`src/logic/rsc_defines.svh`:
```
`ifndef RSC_DEFINES_SVH
`define RSC_DEFINES_SVH

// ----------------------------------------------------------------
// Transition timing in crystal periods
// ----------------------------------------------------------------
`define RSC_T_CAL         16'd18739
`define RSC_T_IDLE_ACT    16'd2298
`define RSC_T_TX_TO_RX    16'd560
`define RSC_T_RX_TO_TX    16'd250
`define RSC_T_ACT_IDLE    16'd2
// ----------------------------------------------------------------
// Wake timer
// ----------------------------------------------------------------
`define RSC_WAKE_DIV      10'd750
`define RSC_WAKE_EXP_STEP 5
// ----------------------------------------------------------------
// Exit-state and calibration-policy codes
// ----------------------------------------------------------------
`define RSC_EXIT_IDLE     2'h0
`define RSC_EXIT_SYNTH    2'h1
`define RSC_EXIT_TX       2'h2
`define RSC_EXIT_RX       2'h3
`define RSC_CAL_NEVER     2'h0
`define RSC_CAL_FROM_IDLE 2'h1
`define RSC_CAL_TO_IDLE   2'h2
`define RSC_CAL_FOURTH    2'h3
// ----------------------------------------------------------------
// Clear-channel modes
// ----------------------------------------------------------------
`define RSC_CCA_ALWAYS    2'h0
`define RSC_CCA_RSSI      2'h1
`define RSC_CCA_NOPKT     2'h2

`endif

```
`src/logic/rsc_pkg.sv`:
```
`default_nettype none
package rsc_pkg;
	typedef enum logic [8:0] {
		ST_IDLE  = 9'h001,
		ST_CRYSTAL_OFF_STATE  = 9'h002,
		ST_SLEEP = 9'h004,
		ST_CAL   = 9'h008,
		ST_SETTL = 9'h010,
		ST_RX    = 9'h020,
		ST_TX    = 9'h040,
		ST_SYNTH = 9'h080,
		ST_TURN  = 9'h100
	} rsc_state_t;
endpackage : rsc_pkg
`default_nettype wire

```
`src/logic/rsc_radio_ctrl.sv`:
```
`timescale 1ns/1ps
`default_nettype none
`include "rsc_defines.svh"

// What this block does
// [RULE_01] Crystal automatic unless keep-running set
// [RULE_02] Crystal-off or power-down acted on only in IDLE
// [RULE_03] Chip-select low from off restarts, goes IDLE
// [RULE_04] Regulator off in SLEEP, on at chip-select
// [RULE_05] Receive/transmit via strobes or wake timer
// [RULE_06] Synth calibration per strobe or policy
// [RULE_07] Receive held until packet or timeout
// [RULE_08] After packet, receive exit setting picks state
// [RULE_09] After sending, transmit exit setting picks state
// [RULE_10] Receive strobe during transmit switches to receive
// [RULE_11] Transmit from receive only if channel clear
// [RULE_12] Force idle accepted in every state
// [RULE_13] Wake strobe enters SLEEP at chip-select release
// [RULE_14] Wake timer: SLEEP, IDLE, receive, back
// [RULE_15] Host leaves wake mode by forcing IDLE
// [RULE_16] FIFOs cleared on entering SLEEP
// [RULE_17] First event powers up, second follows later
// [RULE_18] Wake period 750 times mantissa times 2^(5e)
// [RULE_19] Host keeps sleep interval above 11.08 ms
// [RULE_20] RC calibrated while crystal runs outside SLEEP
// [RULE_21] Calibration disabled: host copies results back
// [RULE_22] Synth calibration lasts 18739 crystal periods
// [RULE_23] IDLE to active 2298 periods, plus calibration
// [RULE_24] Turnarounds 560, 250 and 2 periods
// [RULE_25] Timeout returns SLEEP if wake mode, else IDLE
module rsc_radio_ctrl #(
	parameter int unsigned MANT_W = 16
) (
	input  wire logic              SYS_CLK_I,
	input  wire logic              RSTN_I,
	input  wire logic              CS_N_I,
	input  wire logic              CRYSTAL_KEEP_RUNNING_I,
	input  wire logic              CRYSTAL_OFF_STROBE_I,
	input  wire logic              POWER_DOWN_STROBE_I,
	input  wire logic              RECEIVE_STROBE_I,
	input  wire logic              TRANSMIT_STROBE_I,
	input  wire logic              SYNTH_ON_FOR_TX_STROBE_I,
	input  wire logic              CALIBRATE_STROBE_I,
	input  wire logic              FORCE_IDLE_STROBE_I,
	input  wire logic              WAKE_LISTEN_STROBE_I,
	input  wire logic [1:0]        AUTO_CAL_POLICY_I,
	input  wire logic [1:0]        RECEIVE_EXIT_STATE_I,
	input  wire logic [1:0]        TRANSMIT_EXIT_STATE_I,
	input  wire logic [1:0]        CLEAR_CHANNEL_MODE_I,
	input  wire logic              RSSI_BELOW_I,
	input  wire logic              PKT_RECEIVING_I,
	input  wire logic              RX_PKT_OK_I,
	input  wire logic              RX_TIMEOUT_I,
	input  wire logic              TX_PKT_DONE_I,
	input  wire logic [MANT_W-1:0] WAKE_PERIOD_MANTISSA_I,
	input  wire logic [1:0]        WAKE_PERIOD_EXPONENT_I,
	input  wire logic [15:0]       SECOND_EVENT_TIMEOUT_I,
	input  wire logic              RC_CALIB_ENABLE_I,
	output var  rsc_pkg::rsc_state_t STATE_O,
	output logic                   CRYSTAL_OSC_ON_O,
	output logic                   REGULATOR_ON_O,
	output logic                   FIFO_FLUSH_O,
	output logic                   WAKE_MODE_O,
	output logic                   RC_CALIB_ACTIVE_O,
	output logic                   FIRST_EVENT_O,
	output logic                   SECOND_EVENT_O
);
	import rsc_pkg::*;

	// ----------------------------------------------------------------
	// State, pending destination and counters
	// ----------------------------------------------------------------
	rsc_state_t       state_q;
	rsc_state_t       dest_q;
	rsc_state_t       sleep_tgt_q;
	logic             cs_arm_q;
	logic             wor_q;
	logic [15:0]      tcnt_q;
	logic             cal_then_q;
	logic [1:0]       cal4_q;
	logic             osc_q;
	logic             fifo_q;
	logic [9:0]       div_q;
	logic [MANT_W+14:0] wcnt_q;
	logic [15:0]      ev1_q;
	logic             ev1_run_q;
	logic             wake_go_q;
	logic             cal_idle;
	logic             ev0_p;
	logic             cca_ok;
	logic             tmr_done;
	logic [MANT_W+14:0] wlimit;

	assign tmr_done = (tcnt_q == 16'h0000);
	assign cal_idle = (AUTO_CAL_POLICY_I == `RSC_CAL_TO_IDLE)
		|| (AUTO_CAL_POLICY_I == `RSC_CAL_FOURTH && cal4_q == 2'h3);
	assign wlimit = (MANT_W+15)'(WAKE_PERIOD_MANTISSA_I)
		<< (`RSC_WAKE_EXP_STEP * WAKE_PERIOD_EXPONENT_I);

	always_comb begin
		unique case (CLEAR_CHANNEL_MODE_I)
			`RSC_CCA_ALWAYS: cca_ok = 1'b1;
			`RSC_CCA_RSSI:   cca_ok = RSSI_BELOW_I;
			`RSC_CCA_NOPKT:  cca_ok = !PKT_RECEIVING_I;
			default:         cca_ok = RSSI_BELOW_I && !PKT_RECEIVING_I;
		endcase
	end

	function automatic logic cal_from_idle(input logic [1:0] p);
		return p == `RSC_CAL_FROM_IDLE;
	endfunction : cal_from_idle

	// ----------------------------------------------------------------
	// Main state machine
	// ----------------------------------------------------------------
	always_ff @(posedge SYS_CLK_I or negedge RSTN_I) begin
		if (!RSTN_I) begin
			state_q <= ST_IDLE;
			dest_q <= ST_IDLE;
			sleep_tgt_q <= ST_IDLE;
			cs_arm_q <= 1'b0;
			wor_q <= 1'b0;
			tcnt_q <= 16'h0000;
			cal_then_q <= 1'b0;
			cal4_q <= 2'h0;
			wake_go_q <= 1'b0;
		end else begin
			wake_go_q <= 1'b0;
			if (tcnt_q != 16'h0000)
				tcnt_q <= tcnt_q - 16'h0001;
			// [RULE_12] Force idle always
			// [RULE_15] Leaves wake mode
			if (FORCE_IDLE_STROBE_I) begin
				state_q <= ST_IDLE;
				cs_arm_q <= 1'b0;
				wor_q <= 1'b0;
				cal_then_q <= 1'b0;
			end else begin
				unique case (state_q)
					ST_IDLE: begin
						if (cs_arm_q && CS_N_I) begin
							// [RULE_02] Enter off state
							// [RULE_13] Sleep on release
							state_q <= sleep_tgt_q;
							cs_arm_q <= 1'b0;
						end else if (CRYSTAL_OFF_STROBE_I
							&& !CRYSTAL_KEEP_RUNNING_I) begin
							// [RULE_02] Only from idle
							sleep_tgt_q <= ST_CRYSTAL_OFF_STATE;
							cs_arm_q <= 1'b1;
						end else if (POWER_DOWN_STROBE_I) begin
							sleep_tgt_q <= ST_SLEEP;
							cs_arm_q <= 1'b1;
						end else if (WAKE_LISTEN_STROBE_I) begin
							sleep_tgt_q <= ST_SLEEP;
							cs_arm_q <= 1'b1;
							wor_q <= 1'b1;
						end else if (CALIBRATE_STROBE_I) begin
							// [RULE_22] Fixed calibration time
							state_q <= ST_CAL;
							dest_q <= ST_IDLE;
							tcnt_q <= `RSC_T_CAL;
						end else if (RECEIVE_STROBE_I
							|| TRANSMIT_STROBE_I
							|| SYNTH_ON_FOR_TX_STROBE_I
							|| (wor_q && (ev0_p || wake_go_q))) begin
							// [RULE_05] Activate on strobe or timer
							// [RULE_23] Idle to active timing
							dest_q <= (TRANSMIT_STROBE_I) ? ST_TX :
								(SYNTH_ON_FOR_TX_STROBE_I) ? ST_SYNTH : ST_RX;
							if (cal_from_idle(AUTO_CAL_POLICY_I)) begin
								// [RULE_06] Calibrate from idle
								state_q <= ST_CAL;
								tcnt_q <= `RSC_T_CAL;
								cal_then_q <= 1'b1;
							end else begin
								state_q <= ST_SETTL;
								tcnt_q <= `RSC_T_IDLE_ACT;
							end
						end
					end
					ST_CRYSTAL_OFF_STATE, ST_SLEEP: begin
						// [RULE_03] Wake by chip-select
						// [RULE_14] Timer wakes to idle
						if (!CS_N_I) begin
							state_q <= ST_IDLE;
							wor_q <= 1'b0;
						end else if (state_q == ST_SLEEP && wor_q
							&& ev0_p) begin
							state_q <= ST_IDLE;
							wake_go_q <= 1'b1;
						end
					end
					ST_CAL: begin
						if (tmr_done) begin
							if (cal_then_q) begin
								state_q <= ST_SETTL;
								tcnt_q <= `RSC_T_IDLE_ACT;
								cal_then_q <= 1'b0;
							end else
								state_q <= ST_IDLE;
						end
					end
					ST_SETTL, ST_TURN: begin
						if (tmr_done)
							state_q <= dest_q;
					end
					ST_RX: begin
						// [RULE_07] Hold receive
						if (RX_PKT_OK_I) begin
							// [RULE_08] Receive exit
							unique case (RECEIVE_EXIT_STATE_I)
								`RSC_EXIT_IDLE: begin
									state_q <= ST_TURN;
									dest_q <= ST_IDLE;
									tcnt_q <= `RSC_T_ACT_IDLE;
									if (cal_idle) begin
										// [RULE_06] Calibrate to idle
										state_q <= ST_CAL;
										tcnt_q <= `RSC_T_CAL;
									end
									cal4_q <= cal4_q + 2'h1;
								end
								`RSC_EXIT_SYNTH: state_q <= ST_SYNTH;
								`RSC_EXIT_TX: begin
									state_q <= ST_TURN;
									dest_q <= ST_TX;
									tcnt_q <= `RSC_T_RX_TO_TX;
								end
								default: state_q <= ST_RX;
							endcase
						end else if (RX_TIMEOUT_I) begin
							// [RULE_25] Timeout exit
							state_q <= wor_q ? ST_SLEEP : ST_IDLE;
						end else if ((TRANSMIT_STROBE_I
							|| SYNTH_ON_FOR_TX_STROBE_I) && cca_ok) begin
							// [RULE_11] Clear channel check
							state_q <= ST_TURN;
							dest_q <= TRANSMIT_STROBE_I ? ST_TX : ST_SYNTH;
							tcnt_q <= `RSC_T_RX_TO_TX;
						end
					end
					ST_TX: begin
						if (RECEIVE_STROBE_I) begin
							// [RULE_10] Abort transmit
							// [RULE_24] Turnaround timing
							state_q <= ST_TURN;
							dest_q <= ST_RX;
							tcnt_q <= `RSC_T_TX_TO_RX;
						end else if (TX_PKT_DONE_I) begin
							// [RULE_09] Transmit exit
							state_q <= ST_TURN;
							tcnt_q <= `RSC_T_ACT_IDLE;
							unique case (TRANSMIT_EXIT_STATE_I)
								`RSC_EXIT_IDLE: begin
									dest_q <= ST_IDLE;
									// [RULE_06] Calibrate to idle
									if (cal_idle) begin
										state_q <= ST_CAL;
										tcnt_q <= `RSC_T_CAL;
									end
									cal4_q <= cal4_q + 2'h1;
								end
								`RSC_EXIT_SYNTH: dest_q <= ST_SYNTH;
								`RSC_EXIT_TX:    dest_q <= ST_TX;
								default: begin
									dest_q <= ST_RX;
									tcnt_q <= `RSC_T_TX_TO_RX;
								end
							endcase
						end
					end
					ST_SYNTH: begin
						if (TRANSMIT_STROBE_I) begin
							state_q <= ST_TX;
						end else if (RECEIVE_STROBE_I) begin
							state_q <= ST_TURN;
							dest_q <= ST_RX;
							tcnt_q <= `RSC_T_TX_TO_RX;
						end
					end
					default: state_q <= ST_IDLE;
				endcase
			end
		end
	end

	// ----------------------------------------------------------------
	// Crystal, regulator and FIFO control
	// ----------------------------------------------------------------
	always_ff @(posedge SYS_CLK_I or negedge RSTN_I) begin
		if (!RSTN_I) begin
			osc_q <= 1'b1;
			fifo_q <= 1'b0;
		end else begin
			// [RULE_01] Keep-running overrides
			// [RULE_17] First event starts crystal
			osc_q <= CRYSTAL_KEEP_RUNNING_I
				|| !(state_q == ST_CRYSTAL_OFF_STATE || state_q == ST_SLEEP)
				|| !CS_N_I || (wor_q && ev0_p);
			// [RULE_16] Flush on sleep entry
			fifo_q <= !FORCE_IDLE_STROBE_I && ((state_q == ST_IDLE
				&& cs_arm_q && CS_N_I && sleep_tgt_q == ST_SLEEP)
				|| (state_q == ST_RX && RX_TIMEOUT_I && !RX_PKT_OK_I
				&& wor_q));
		end
	end

	// [RULE_04] Regulator follows sleep
	assign REGULATOR_ON_O = (state_q != ST_SLEEP);
	assign CRYSTAL_OSC_ON_O = osc_q;
	assign FIFO_FLUSH_O = fifo_q;
	assign STATE_O = state_q;
	assign WAKE_MODE_O = wor_q;
	// [RULE_20] RC calibration window
	// [RULE_21] Disabled holds host values
	assign RC_CALIB_ACTIVE_O = RC_CALIB_ENABLE_I && osc_q
		&& (state_q != ST_SLEEP);

	// ----------------------------------------------------------------
	// Wake timer
	// ----------------------------------------------------------------
	always_ff @(posedge SYS_CLK_I or negedge RSTN_I) begin
		if (!RSTN_I) begin
			div_q <= 10'h000;
			wcnt_q <= '0;
			ev0_p <= 1'b0;
			ev1_q <= 16'h0000;
			ev1_run_q <= 1'b0;
		end else begin
			ev0_p <= 1'b0;
			// [RULE_18] Period of first event
			if (!wor_q) begin
				div_q <= 10'h000;
				wcnt_q <= '0;
			end else if (div_q == `RSC_WAKE_DIV - 10'd1) begin
				div_q <= 10'h000;
				if (wcnt_q + 1'b1 >= wlimit) begin
					wcnt_q <= '0;
					ev0_p <= 1'b1;
				end else
					wcnt_q <= wcnt_q + 1'b1;
			end else
				div_q <= div_q + 10'd1;
			// [RULE_17] Second event timeout
			if (ev0_p) begin
				ev1_q <= SECOND_EVENT_TIMEOUT_I;
				ev1_run_q <= 1'b1;
			end else if (ev1_run_q) begin
				if (ev1_q == 16'h0000)
					ev1_run_q <= 1'b0;
				else
					ev1_q <= ev1_q - 16'h0001;
			end
		end
	end

	assign FIRST_EVENT_O = ev0_p;
	assign SECOND_EVENT_O = ev1_run_q && (ev1_q == 16'h0000);

	// ----------------------------------------------------------------
	// Checks
	// ----------------------------------------------------------------
	// [RULE_12] Force idle
	property p_idle;
		@(posedge SYS_CLK_I) disable iff (!RSTN_I)
		FORCE_IDLE_STROBE_I |=> state_q == ST_IDLE;
	endproperty
	a_idle: assert property (p_idle) else $error("idle missed"); // [RULE_12]
	// [RULE_22] Calibration length
	property p_cal;
		@(posedge SYS_CLK_I) disable iff (!RSTN_I)
		($rose(state_q == ST_CAL) && !FORCE_IDLE_STROBE_I)
			|-> tcnt_q == `RSC_T_CAL;
	endproperty
	a_cal: assert property (p_cal) else $error("cal length"); // [RULE_22]
	// [RULE_04] Regulator
	property p_reg;
		@(posedge SYS_CLK_I) disable iff (!RSTN_I)
		(state_q == ST_SLEEP && !CS_N_I && !FORCE_IDLE_STROBE_I)
			|-> !REGULATOR_ON_O ##1 (REGULATOR_ON_O && state_q == ST_IDLE);
	endproperty
	a_reg: assert property (p_reg) else $error("regulator on"); // [RULE_04]
	// [RULE_16] Flush on sleep entry
	property p_flush;
		@(posedge SYS_CLK_I) disable iff (!RSTN_I)
		$rose(state_q == ST_SLEEP) |-> FIFO_FLUSH_O;
	endproperty
	a_flush: assert property (p_flush) else $error("no flush"); // [RULE_16]
	// [RULE_01] Crystal forced
	property p_osc;
		@(posedge SYS_CLK_I) disable iff (!RSTN_I)
		CRYSTAL_KEEP_RUNNING_I |=> CRYSTAL_OSC_ON_O;
	endproperty
	a_osc: assert property (p_osc) else $error("crystal off"); // [RULE_01]
	// [RULE_11] Busy channel
	property p_cca;
		@(posedge SYS_CLK_I) disable iff (!RSTN_I)
		(state_q == ST_RX && TRANSMIT_STROBE_I && !cca_ok && !RX_PKT_OK_I
		&& !RX_TIMEOUT_I && !FORCE_IDLE_STROBE_I) |=> state_q == ST_RX;
	endproperty
	a_cca: assert property (p_cca) else $error("cca ignored"); // [RULE_11]
	// [RULE_25] Timeout exit
	property p_to;
		@(posedge SYS_CLK_I) disable iff (!RSTN_I)
		(state_q == ST_RX && RX_TIMEOUT_I && !RX_PKT_OK_I
		&& !FORCE_IDLE_STROBE_I && wor_q) |=> state_q == ST_SLEEP;
	endproperty
	a_to: assert property (p_to) else $error("timeout exit"); // [RULE_25]
	// [RULE_24] Transmit to receive
	property p_turn;
		@(posedge SYS_CLK_I) disable iff (!RSTN_I)
		(state_q == ST_TX && RECEIVE_STROBE_I && !FORCE_IDLE_STROBE_I)
			|=> tcnt_q == `RSC_T_TX_TO_RX;
	endproperty
	a_turn: assert property (p_turn) else $error("turn time"); // [RULE_24]
	// [RULE_03] Chip-select wake
	property p_wake;
		@(posedge SYS_CLK_I) disable iff (!RSTN_I)
		(state_q == ST_CRYSTAL_OFF_STATE && !CS_N_I && !FORCE_IDLE_STROBE_I)
			|=> state_q == ST_IDLE ##1 CRYSTAL_OSC_ON_O;
	endproperty
	a_wake: assert property (p_wake) else $error("no wake"); // [RULE_03]
	c_rx: cover property (@(posedge SYS_CLK_I) state_q == ST_RX);
	c_tx: cover property (@(posedge SYS_CLK_I) state_q == ST_TX);
	c_ev: cover property (@(posedge SYS_CLK_I) ev0_p);
	c_wake: cover property (@(posedge SYS_CLK_I) wake_go_q);
endmodule : rsc_radio_ctrl
`default_nettype wire

```
`config.mk`:
```
export PLATFORM = sky130hd
export DESIGN_NAME = rsc_radio_ctrl
export DESIGN_NICKNAME = d
export VERILOG_FILES = /design/src/logic/rsc_pkg.sv /design/src/logic/rsc_radio_ctrl.sv
export VERILOG_INCLUDE_DIRS = /design/src /design/src/logic
export SDC_FILE = /design/constraint.sdc
export NUM_CORES = 1
export LEC_CHECK = 0
export BUFFER_PORTS_ARGS = -buffer_cell sky130_fd_sc_hd__buf_2
export CORE_ASPECT_RATIO = 0.5
export CORE_UTILIZATION = 55
export CTS_CLUSTER_DIAMETER = 200
export DETAILED_ROUTE_END_ITERATION = 16
export PLACE_DENSITY = 0.77
export RECOVER_POWER = 100
export REMOVE_ABC_BUFFERS = 1
export SLEW_MARGIN = 20
export SYNTH_ARGS = -nofsm -noshare
export SYNTH_HDL_FRONTEND = slang
export SYNTH_SLANG_ARGS = --single-unit
export TNS_END_PERCENT = 100
```
`constraint.sdc`:
```
create_clock -name SYS_CLK_I -period 3.38 [get_ports SYS_CLK_I]
set_input_delay 0.507 -clock SYS_CLK_I [delete_from_list [all_inputs] [get_ports SYS_CLK_I]]
set_output_delay 0.507 -clock SYS_CLK_I [all_outputs]
set_load 0.05 [all_outputs]
```
==> Word-level counts from Yosys, hierarchy flattened <==
Index checks and enable logic that the tools add are counted.
{ "word_totals": {"regBits": 110, "output_inout_bits": 16} }
{ "classes": {"n_addsub": 5, "multipliers": 1, "n_bitwise": 2, "n_eq_ne": 59, "reduce_logical": 61, "n_mux": 116, "n_lt_le_gt_ge": 1, "n_shift": 1} }
{ "ops": {"columns": ["op", "n"], "rows": [
  ["9-bit 2-to-1 mux", 36],
  ["16-bit 2-to-1 mux", 20],
  ["31-bit 2-to-1 mux", 3],
  ["16-bit one-hot mux with 5 select lines", 1],
  ["16-bit one-hot mux with 2 select lines", 2],
  ["9-bit one-hot mux with 7 select lines", 1],
  ["3-bit inequality test (second input constant)", 15],
  ["9-bit one-hot mux with 4 select lines", 1],
  ["16-bit zero test", 2],
  ["16-bit by 1-bit subtractor with 16-bit output (second input constant)", 2],
  ["31-bit by 1-bit adder with 31-bit output (second input constant)", 1],
  ["31-bit greater-or-equal comparator", 1],
  ["16-bit by 5-bit << shifter with 31-bit output", 1],
  ["1-bit 2-to-1 mux", 30],
  ["15-bit 2-to-1 mux", 2],
  ["9-bit one-hot mux with 3 select lines", 1],
  ["8-bit 2-to-1 mux", 3],
  ["4-bit inequality test (second input constant)", 6],
  ["8-bit one-hot mux with 3 select lines", 1],
  ["2-bit inequality test (second input constant)", 11],
  ["10-bit 2-to-1 mux", 2],
  ["1-bit logical AND", 19],
  ["9-bit by 3-bit equality test with 1-bit output (second input constant)", 2],
  ["9-bit one-hot mux with 2 select lines", 1],
  ["other kinds (41)", 82]
]} }

==> Logic depth before layout (Yosys ltp) <==
Gate-level depths: netlist (run 1).
{ "logic_depth": {"depth_word": 11, "ltp_mapped": 16, "mapped_depth_nobuf": 15} }

==> Worst setup path after synthesis (run 1) <==
Ideal clock, no wire load.
{ "synth_timing": {"path_type": "reg-to-reg", "from": "register wcnt_q[0]", "to": "register wcnt_q[21]", "setup_time_ns": 0.126, "period_less_slack_ns": 3.617, "setup_slack_ns": -0.237, "path_stages_with_launch": 17, "required_time_ns": 3.254, "arrival_time_ns": 3.491, "cell_sequence": "dfrtp_1 > ha_1 > nand4_1 > nor2_2 > nand3_1 > or2_2 > nor2_1 > xor2_1 > ha_1 > and3_1 > nand3_1 > nor4_1 > nand2_1 > o21ai_2 > buf_2 > nor3_1 > a221o_1"} }
{ "synth_via": {"elab_chain_len": 5} }
{ "synth_rtl": {"columns": ["element", "line_no", "source"], "rows": [
  ["from (decl)", "rsc_radio_ctrl.sv:84", "logic [MANT_W+14:0] wcnt_q;"],
  ["from (signal assigned)", "rsc_radio_ctrl.sv:342", "wcnt_q <= wcnt_q + 1'b1;"],
  ["31-bit by 1-bit adder with 31-bit output (*)", "rsc_radio_ctrl.sv:338, rsc_radio_ctrl.sv:342", null],
  ["31-bit greater-or-equal comparator", "rsc_radio_ctrl.sv:338", "if (wcnt_q + 1'b1 >= wlimit) begin"],
  ["31-bit 2-to-1 mux (*)", "rsc_radio_ctrl.sv:338", null],
  ["31-bit 2-to-1 mux (*)", "rsc_radio_ctrl.sv:336", "end else if (div_q == `RSC_WAKE_DIV - 10'd1) begin"],
  ["31-bit 2-to-1 mux (*)", "rsc_radio_ctrl.sv:333", "if (!wor_q) begin"]
]} }
Every way passes the cells marked *; elsewhere a longest branch is shown, timed or not. The select of a mux whose other input is x is not followed.
A chain may end at the register's enable or synchronous reset.

==> Final worst setup path (run 1) <==
{ "layout_timing": {"from": "register wcnt_q[0]", "to": "register wcnt_q[8]"} }
The elaborated chain is that of the path after synthesis.

==> results of run 1 <==
-- what timing repair did --
item,CTS,global route
setup endpoints to repair,32,32
pin swaps,22,42
gates resized for setup,30,38
buffers inserted,17,7
hold endpoints to repair,0,0
-- where the power goes --
group	switching [mW]	leakage (nW)	total (mW)	internal (mW)
combinational	0.758	2.66	1.22	0.459
clock	0.485	0.132	0.996	0.511
sequential	0.152	1.26	1.49	1.33
total	1.40	4.05	3.70	2.30
-- routing by layer --
layer  routed length (um)  vias to the layer above  track usage, %
met4                  422                        0            8.17
met1                 9130                     3416            40.6
met2                 9970                      264            51.1
li1                     -                     3374               -
met3                 1170                       49            5.46
met5                    0                        -               0
-- stage by stage --
step                      hold WS, ns  instances
final                           0.365       1165
after global routing            0.378       1165
after CTS                       0.199       1160
after detailed placement        0.485       1127
after global placement          0.460       1127
after floorplan                 0.211        814
-- sequential cells by signal, indices dropped and copies added, names as in the netlist --
register,flops
ev1_q,16
dest_q,4
cal4_q,2
FIFO_FLUSH_O,1
cs_arm_q,1
wcnt_q,31
cal_then_q,1
CRYSTAL_OSC_ON_O,1
ev1_run_q,1
tcnt_q,16
WAKE_MODE_O,1
div_q,10
FIRST_EVENT_O,1
STATE_O,9
wake_go_q,1
sleep_tgt_q,3
-- cell type report --
cell class              instances  area (um2)  area share (%)
clock buffers                   9         225            2.51
clock inverters                 7        58.8           0.656
inverters                      26        97.6            1.09
multi-input cells             689        4790            53.4
flip-flops and latches         99        2480            27.7
well taps                     170         213            2.37
repair buffers                165        1100            12.3
-- worst reg2reg max path, stage by stage (launching register included) --
cell and delay (ns):
sky130_fd_sc_hd__dfrtp_1 0.39, sky130_fd_sc_hd__buf_4 0.16, sky130_fd_sc_hd__nand2_2 0.08, sky130_fd_sc_hd__nor3_4 0.20, sky130_fd_sc_hd__buf_4 0.17, sky130_fd_sc_hd__nand4_1 0.13, sky130_fd_sc_hd__or2_1 0.30, sky130_fd_sc_hd__nor2_2 0.17
sky130_fd_sc_hd__xor2_1 0.27, sky130_fd_sc_hd__ha_1 0.31, sky130_fd_sc_hd__a21oi_1 0.19, sky130_fd_sc_hd__o21ai_0 0.14, sky130_fd_sc_hd__nand2_1 0.15, sky130_fd_sc_hd__nand4b_1 0.22, sky130_fd_sc_hd__buf_6 0.23, sky130_fd_sc_hd__nor4b_1 0.33
sky130_fd_sc_hd__a221o_1 0.17
-- synth_stat cells (all sizes together) (5+ instances only) --
cell / instances
nor2: 87
a22o: 25
inv: 26
buf: 19
nor3: 32
nor4: 13
nand2b: 10
ha: 38
or4: 5
a22oi: 5
or3: 12
nand4: 15
nand3: 40
and3: 13
a21oi: 44
xnor2: 40
a31oi: 7
xor2: 26
a21o: 13
nand2: 78
and4: 8
nor2b: 15
and2: 8
mux2: 11
dfrtp: 95
o31ai: 7
clkbuf: 22
a221o: 5
o21ai: 53
or2: 11
mux2i: 11
-- cell families (layout without fill, tap and decap cells) --
| group | after synthesis | in the layout |
|---|---|---|
| mux | 22 | 22 |
| compound gates | 199 | 199 |
| flops | 99 | 99 |
| simple gates | 364 | 364 |
| fa+ha+maj | 38 | 38 |
| buf+inv | 67 | 207 |
| xor+xnor | 66 | 66 |
-- worst paths after layout --
check,start,to,slack (ns),cells past startpoint
hold reg to reg,cal4_q[0]$_DFFE_PN0P_,cal4_q[0]$_DFFE_PN0P_,0.49,1
hold / removal,SECOND_EVENT_TIMEOUT_I[3],ev1_q[3]$_DFFE_PN0P_,0.37,3
setup reg to reg,wcnt_q[0]$_DFFE_PN0P_,wcnt_q[8]$_DFFE_PN0P_,-0.30,16
max in group asynchronous,RSTN_I,div_q[7]$_DFF_PN0_,0.60,2
setup / recovery,wcnt_q[0]$_DFFE_PN0P_,wcnt_q[8]$_DFFE_PN0P_,-0.30,16
min in group asynchronous,RSTN_I,wcnt_q[27]$_DFFE_PN0P_,1.01,1
==> flow_metrics.tcl, run 1 <==
set metrics [dict create \
    synth.largest_area_cell "sky130_fd_sc_hd__dfrtp_1" \
    timing.final.hold_violations 0 \
    area_growth_syn_to_layout_pct 22.4 \
    cts_inserted_buffers 9 \
    placeableCoreArea_um2 12800 \
    leakagePower_nw 4.05 \
    post_synth_instance_area_um2 7330 \
    layout.cells.most_common "sky130_fd_sc_hd__dfrtp_1" \
    failed_checks "design-rule violations, max-capacitance violations, max-slew violations, negative setup slack" \
    detail_route.drc_violations 4 \
    clock_path_buffers 2 \
    cts_stage_hold_buffer_count 0 \
    setup-tns-final_ns -6.86 \
    cell_types_occupying_the_most_area_after_synthesis "sky130_fd_sc_hd__dfrtp_1 32%, sky130_fd_sc_hd__ha_1 6.5%, sky130_fd_sc_hd__xnor2_1 4.8%" \
    detailedPlacementHpwl_mm 14.7 \
    die_height_um 83.6 \
    routed-via-count 7103 \
    wl_per_cell_um 17.8 \
    total_of_max_cap_violations 1 \
    synth_simple_gate_area_share_pct 26.5 \
    gr-total-overflow 0 \
    worst_ep_arrival_time_ns 3.98 \
    dominant_combinational_cell_family_by_area_after_synthesis "simple AND/OR/NAND/NOR gates" \
    worstSetupStartpointType "flop" \
    clock.fmax_ghz 0.271 \
    worst_slew_pin_slew_ns 2.72 \
    clock_latency_reported_for_the_late_side_of_the_worst_skew_pair_ns 0.35 \
    synthCells 855 \
    initialDrtViolationCount 753 \
    final_cycle_share_pct 109 \
    p_per_cell_area_nw_per_um2 412 \
    synth-edff-count 0 \
    cp_max_fo 12 \
    share_of_the_synthesized_area_in_compound_gates_ao_oa_aoi_oai_pct 18.3 \
    synth_xor_area_share_pct 7.88 \
    die-width_um 165 \
    ioPinCount 76 \
    postLayoutCellArea_um2 8970 \
    crit_slowest_cell "sky130_fd_sc_hd__dfrtp_1" \
    syn_area_per_cell_um2 8.58 \
    finalWeightedCongestion 0.947 \
    worst_slew_margin_relative_to_its_limit_pct -81.1 \
    maxSlewViolCount 49 \
    setup_violations 32 \
    grt_pass1_vias 6961 \
    grt_max_degree 49 \
    path_buf_inv 3 \
    clkTransAtPathRegs_ns 0.08 \
    final_net_count 1088 \
    setup_repair_after_global_routing_missed_its_margin "yes" \
    worst_slack_ns -0.304 \
    postRouteAntennaNets 0 \
    fp-row-count 29 \
    post_synth_num_cell_types 76 \
    setup.worst_path.class "reg -> reg" \
    run_status "finished, violations left" \
    critical-path-max-stage-delay_ns 0.39 \
    critical_path.cell_chain "buf_4 > nand2_2 > nor3_4 > buf_4 > nand4_1 > or2_1 > nor2_2 > xor2_1 > ha_1 > a21oi_1 > o21ai_0 > nand2_1 > nand4b_1 > buf_6 > nor4b_1 > a221o_1" \
    via_density 6.10 \
    post_synth_fa_ha_maj_area_fraction_pct 6.48 \
    yosys_reg_bits 99 \
    setup_slack_after_placement_ns -0.280 \
    wl_mm 20.7 \
    synthesis.yosys.warnings 0 \
    post_dp_cell_area_um2 8280 \
    area_share_of_the_largest_cell_type_after_synthesis_pct 32.4 \
    fraction_of_final_layout_cells_with_drive_strength_greater_than_1_pct 24.2 \
    fin_crit_ns 3.68 \
    timing.clock.skew_ns 0.0116 \
    synth-seq-area-share_pct 33.9 \
    initial_antenna_violation_count 0 \
    postSynth.topFlopCell "sky130_fd_sc_hd__dfrtp_1" \
    synth_async_sr_flop_share_pct 100 \
    tritoncts "built" \
    capturing_element_type_of_the_critical_path "flop" \
    final_util_pct 69.8 \
    port_buffers 75 \
    grt_use_total_pct 30.6 \
    floorplan.die_area_um2 13800 \
    critical_path_required_ns 3.67 \
    insertedDiodeCount 0 \
    fillerInstances 1016 \
    grt_first_pass_wirelength_mm 33.7 \
    clock-root-buffer "sky130_fd_sc_hd__clkbuf_16" \
    synth_mux_area_share_pct 3.19 \
    cts_num_sinks 99 \
    fin_total_pwr_mw 3.70 \
    crit_family "simple AND/OR/NAND/NOR gates" \
    power.ir.vdd_worst_mv 0.293 \
    start_util_pct 57.1 \
    cts.htree.levels 3 \
    drt_pass1_iterations 13 \
    min-delay-path-class "in -> reg" \
    cpMostUsedCell "sky130_fd_sc_hd__buf_4" \
    most-common-layout-cells "95 x sky130_fd_sc_hd__dfrtp_1, 77 x sky130_fd_sc_hd__nor2_1, 75 x sky130_fd_sc_hd__buf_4" \
]
Note: power is estimated with default switching activity, not from simulation.
==> run 2, diff against run 1 <==
- CORE_MARGIN: unset -> 1
- clock period: 3.38 -> 3.1 ns (I/O delays scaled with it)
==> run 2 against run 1 <==
Setup slack lost 0.098 ns. Core utilization grew 2.3 points. Highest routed layer unchanged. Clock power rose by 27%. The flow still finishes with violations (design-rule violations, max-capacitance violations, max-slew violations, negative setup slack). Clock-buffer cell count rose by 1. First-iteration DRC count fell by 7.8%. Critical path depth rose by 2. Wire length increased by 2.0%. Flip-flop and latch count is the same. Total power increased by 15%. Cell count is 2.1% higher. Largest power group unchanged. Via count grew 1.7%. Maximum frequency increased by 5.2%.
==> flow_metrics.tcl, run 2 (synthesis gave the netlist of run 1 again) <==
set metrics [dict create \
    setup_repair_after_global_routing_missed_its_margin "yes" \
    holdPathStages 3 \
    cts_stage_hold_buffer_count 0 \
    p_per_cell_area_nw_per_um2 458 \
    layout.cells.most_common "sky130_fd_sc_hd__buf_4" \
    clkTransAtPathRegs_ns 0.07 \
    clock-root-buffer "sky130_fd_sc_hd__clkbuf_16" \
    timing.final.hold_violations 0 \
    min-delay-path-class "in -> reg" \
    grt_use_total_pct 31.3 \
    run_status "finished, violations left" \
    timing.reg2reg.worst_path_depth 18 \
    worst_ep_arrival_time_ns 3.75 \
    grt_pass1_vias 6962 \
    crit_slowest_cell "sky130_fd_sc_hd__dfrtp_1" \
    largest_register_ffs 31 \
    initial_antenna_violation_count 0 \
    cp_max_fo 4 \
    insertedDiodeCount 0 \
    wl_per_cell_um 17.7 \
    fillerInstances 983 \
    path_buf_inv 4 \
    placeableCoreArea_um2 12800 \
    worst_slew_margin_relative_to_its_limit_pct -9.22 \
    clock_path_buffers 2 \
    maxSlewViolCount 30 \
    setup-tns-final_ns -10.99 \
    top_regs "wcnt_q x31, ev1_q x16, tcnt_q x16" \
    cts_num_sinks 99 \
    detail_route.drc_violations 4 \
    worst_slack_ns -0.402 \
    fp-row-count 29 \
    worst_slew_pin_slew_ns 1.64 \
    die_height_um 83.6 \
    fraction_of_final_layout_cells_with_drive_strength_greater_than_1_pct 27.5 \
    floorplan.die_area_um2 13800 \
    total_of_max_cap_violations 1 \
    timing.clock.skew_ns 0.0140 \
    hold_path_startpoint "SECOND_EVENT_TIMEOUT_I[9]" \
    reg2reg_setup_slack_ns -0.40 \
    seq_area_um2 2480 \
    start_util_pct 57.1 \
    grt_first_pass_wirelength_mm 34.2 \
    critical_path_required_ns 3.35 \
    postRouteAntennaNets 0 \
    finalWeightedCongestion 0.930 \
    wl_mm 21.1 \
    worst_hold_endpoint "ev1_q[9]$_DFFE_PN0P_" \
    most-common-layout-cells "100 x sky130_fd_sc_hd__buf_4, 95 x sky130_fd_sc_hd__dfrtp_1, 78 x sky130_fd_sc_hd__nor2_1" \
    crit_family "simple AND/OR/NAND/NOR gates" \
    routed-via-count 7225 \
    cts_inserted_buffers 9 \
    final_cycle_share_pct 113 \
    regMostFlops "wcnt_q" \
    setup_violations 40 \
    detailedPlacementHpwl_mm 14.4 \
    critical-path-max-stage-delay_ns 0.38 \
    setup_slack_after_placement_ns -0.462 \
    fin_crit_ns 3.50 \
    grt_max_degree 72 \
    ioPinCount 76 \
    critical_path.cell_chain "nand3_2 > nor4_4 > nand3_2 > nor2_4 > nand4_1 > xnor2_2 > ha_1 > and3_4 > buf_4 > buf_4 > nand3_2 > nor2_1 > nand2_1 > nand4b_1 > buf_6 > buf_4 > nor2_2 > a221o_1" \
    port_buffers 75 \
    setup.worst_path.class "reg -> reg" \
    cts.htree.levels 3 \
    r2r-start "wcnt_q[9]$_DFFE_PN0P_" \
    worstSetupStartpointType "flop" \
    capturing_element_type_of_the_critical_path "flop" \
    final_net_count 1113 \
    die-width_um 165 \
    power.ir.vdd_worst_mv 0.311 \
    leakagePower_nw 4.22 \
    clock.fmax_ghz 0.286 \
    failed_checks "design-rule violations, max-capacitance violations, max-slew violations, negative setup slack" \
    initialDrtViolationCount 694 \
    tritoncts "built" \
    clock_latency_reported_for_the_late_side_of_the_worst_skew_pair_ns 0.36 \
    area_growth_syn_to_layout_pct 26.3 \
    gr-total-overflow 0 \
    multiInputGateArea_um2 4880 \
    via_density 6.07 \
    r2r_end "wcnt_q[21]$_DFFE_PN0P_" \
    drt_pass1_iterations 13 \
]
run 2: cell types whose count changed in the layout (fill, tap and decap cells not counted), moves of 3 or more:
cell                      previous run  this run
sky130_fd_sc_hd__buf_4              75       100
sky130_fd_sc_hd__nand3_1            33        28
sky130_fd_sc_hd__nand3_2             3        10
sky130_fd_sc_hd__nor4_2              1         4
sky130_fd_sc_hd__xor2_1             23        20
sky130_fd_sc_hd__xor2_2              3         6
run 2: power by group:
part	switching (mW)	internal, mW	leakage [nW]	total, mW
registers	0.165	1.45	1.26	1.62
logic	0.838	0.524	2.80	1.36
clock network	0.519	0.739	0.161	1.26
run 2: worst max path at each step:
| stage | depth (start not counted) | end | slack (ns) | from |
|---|---|---|---|---|
| floorplan | 15 | wcnt_q[5]$_DFFE_PN0P_ | -0.82 | wcnt_q[0]$_DFFE_PN0P_ |
| global placement | 16 | wcnt_q[8]$_DFFE_PN0P_ | -0.35 | wcnt_q[8]$_DFFE_PN0P_ |
| detailed placement | 17 | wcnt_q[5]$_DFFE_PN0P_ | -0.46 | wcnt_q[1]$_DFFE_PN0P_ |
| CTS | 16 | wcnt_q[8]$_DFFE_PN0P_ | -0.18 | wcnt_q[0]$_DFFE_PN0P_ |
| global route | 18 | wcnt_q[21]$_DFFE_PN0P_ | -0.55 | wcnt_q[14]$_DFFE_PN0P_ |
| finish | 18 | wcnt_q[21]$_DFFE_PN0P_ | -0.40 | wcnt_q[9]$_DFFE_PN0P_ |
run 2: final cells by class:
cell class                      count  area share, %
Inverter                           26           1.05
Clock inverter                      6           1.04
Tap cell                          170           2.30
Multi-Input combinational cell    690           52.7
Sequential cell                    99           26.8
Timing Repair Buffer              189           13.6
Clock buffer                       10           2.58
run 2: through the flow:
| step | total power [mW] | instance area [um2] | utilization (%) | std cells | hold WS, ns |
|---|---|---|---|---|---|
| 2_1_floorplan | 2.55 | 7150 | - | 814 | 0.169 |
| 3_3_place_gp | 2.96 | 8430 | 65.6 | 1145 | 0.416 |
| 3_5_place_dp | 2.99 | 8430 | 65.6 | 1145 | 0.421 |
| 4_1_cts | 4.26 | 9230 | 71.9 | 1183 | 0.0406 |
| 5_1_grt | 4.49 | 9260 | 72.1 | 1190 | 0.322 |
| 6_report | 4.24 | 9260 | 72.1 | 1190 | 0.318 |
run 2: what timing repair did:
item,4_1_cts,5_1_grt
buffers inserted,21,9
gates resized for setup,61,12
endpoints found under the hold margin,0,0
pin swaps,59,20
gates cloned,2,0
endpoints found under the setup margin,32,32
run 2: routing by layer:
layer	up-vias	track usage, %	share of wire, %
met4	0	9.01	1.9
met1	3475	41.2	43
met5	-	0	0
met2	281	53.3	49
met3	45	4.57	5.7
li1	3424	-	-
run 2: tightest hold or removal path, stage by stage:
cell                      delay [ns]
sky130_fd_sc_hd__buf_2          0.07
sky130_fd_sc_hd__nand2_1        0.04
sky130_fd_sc_hd__o21ai_0        0.06
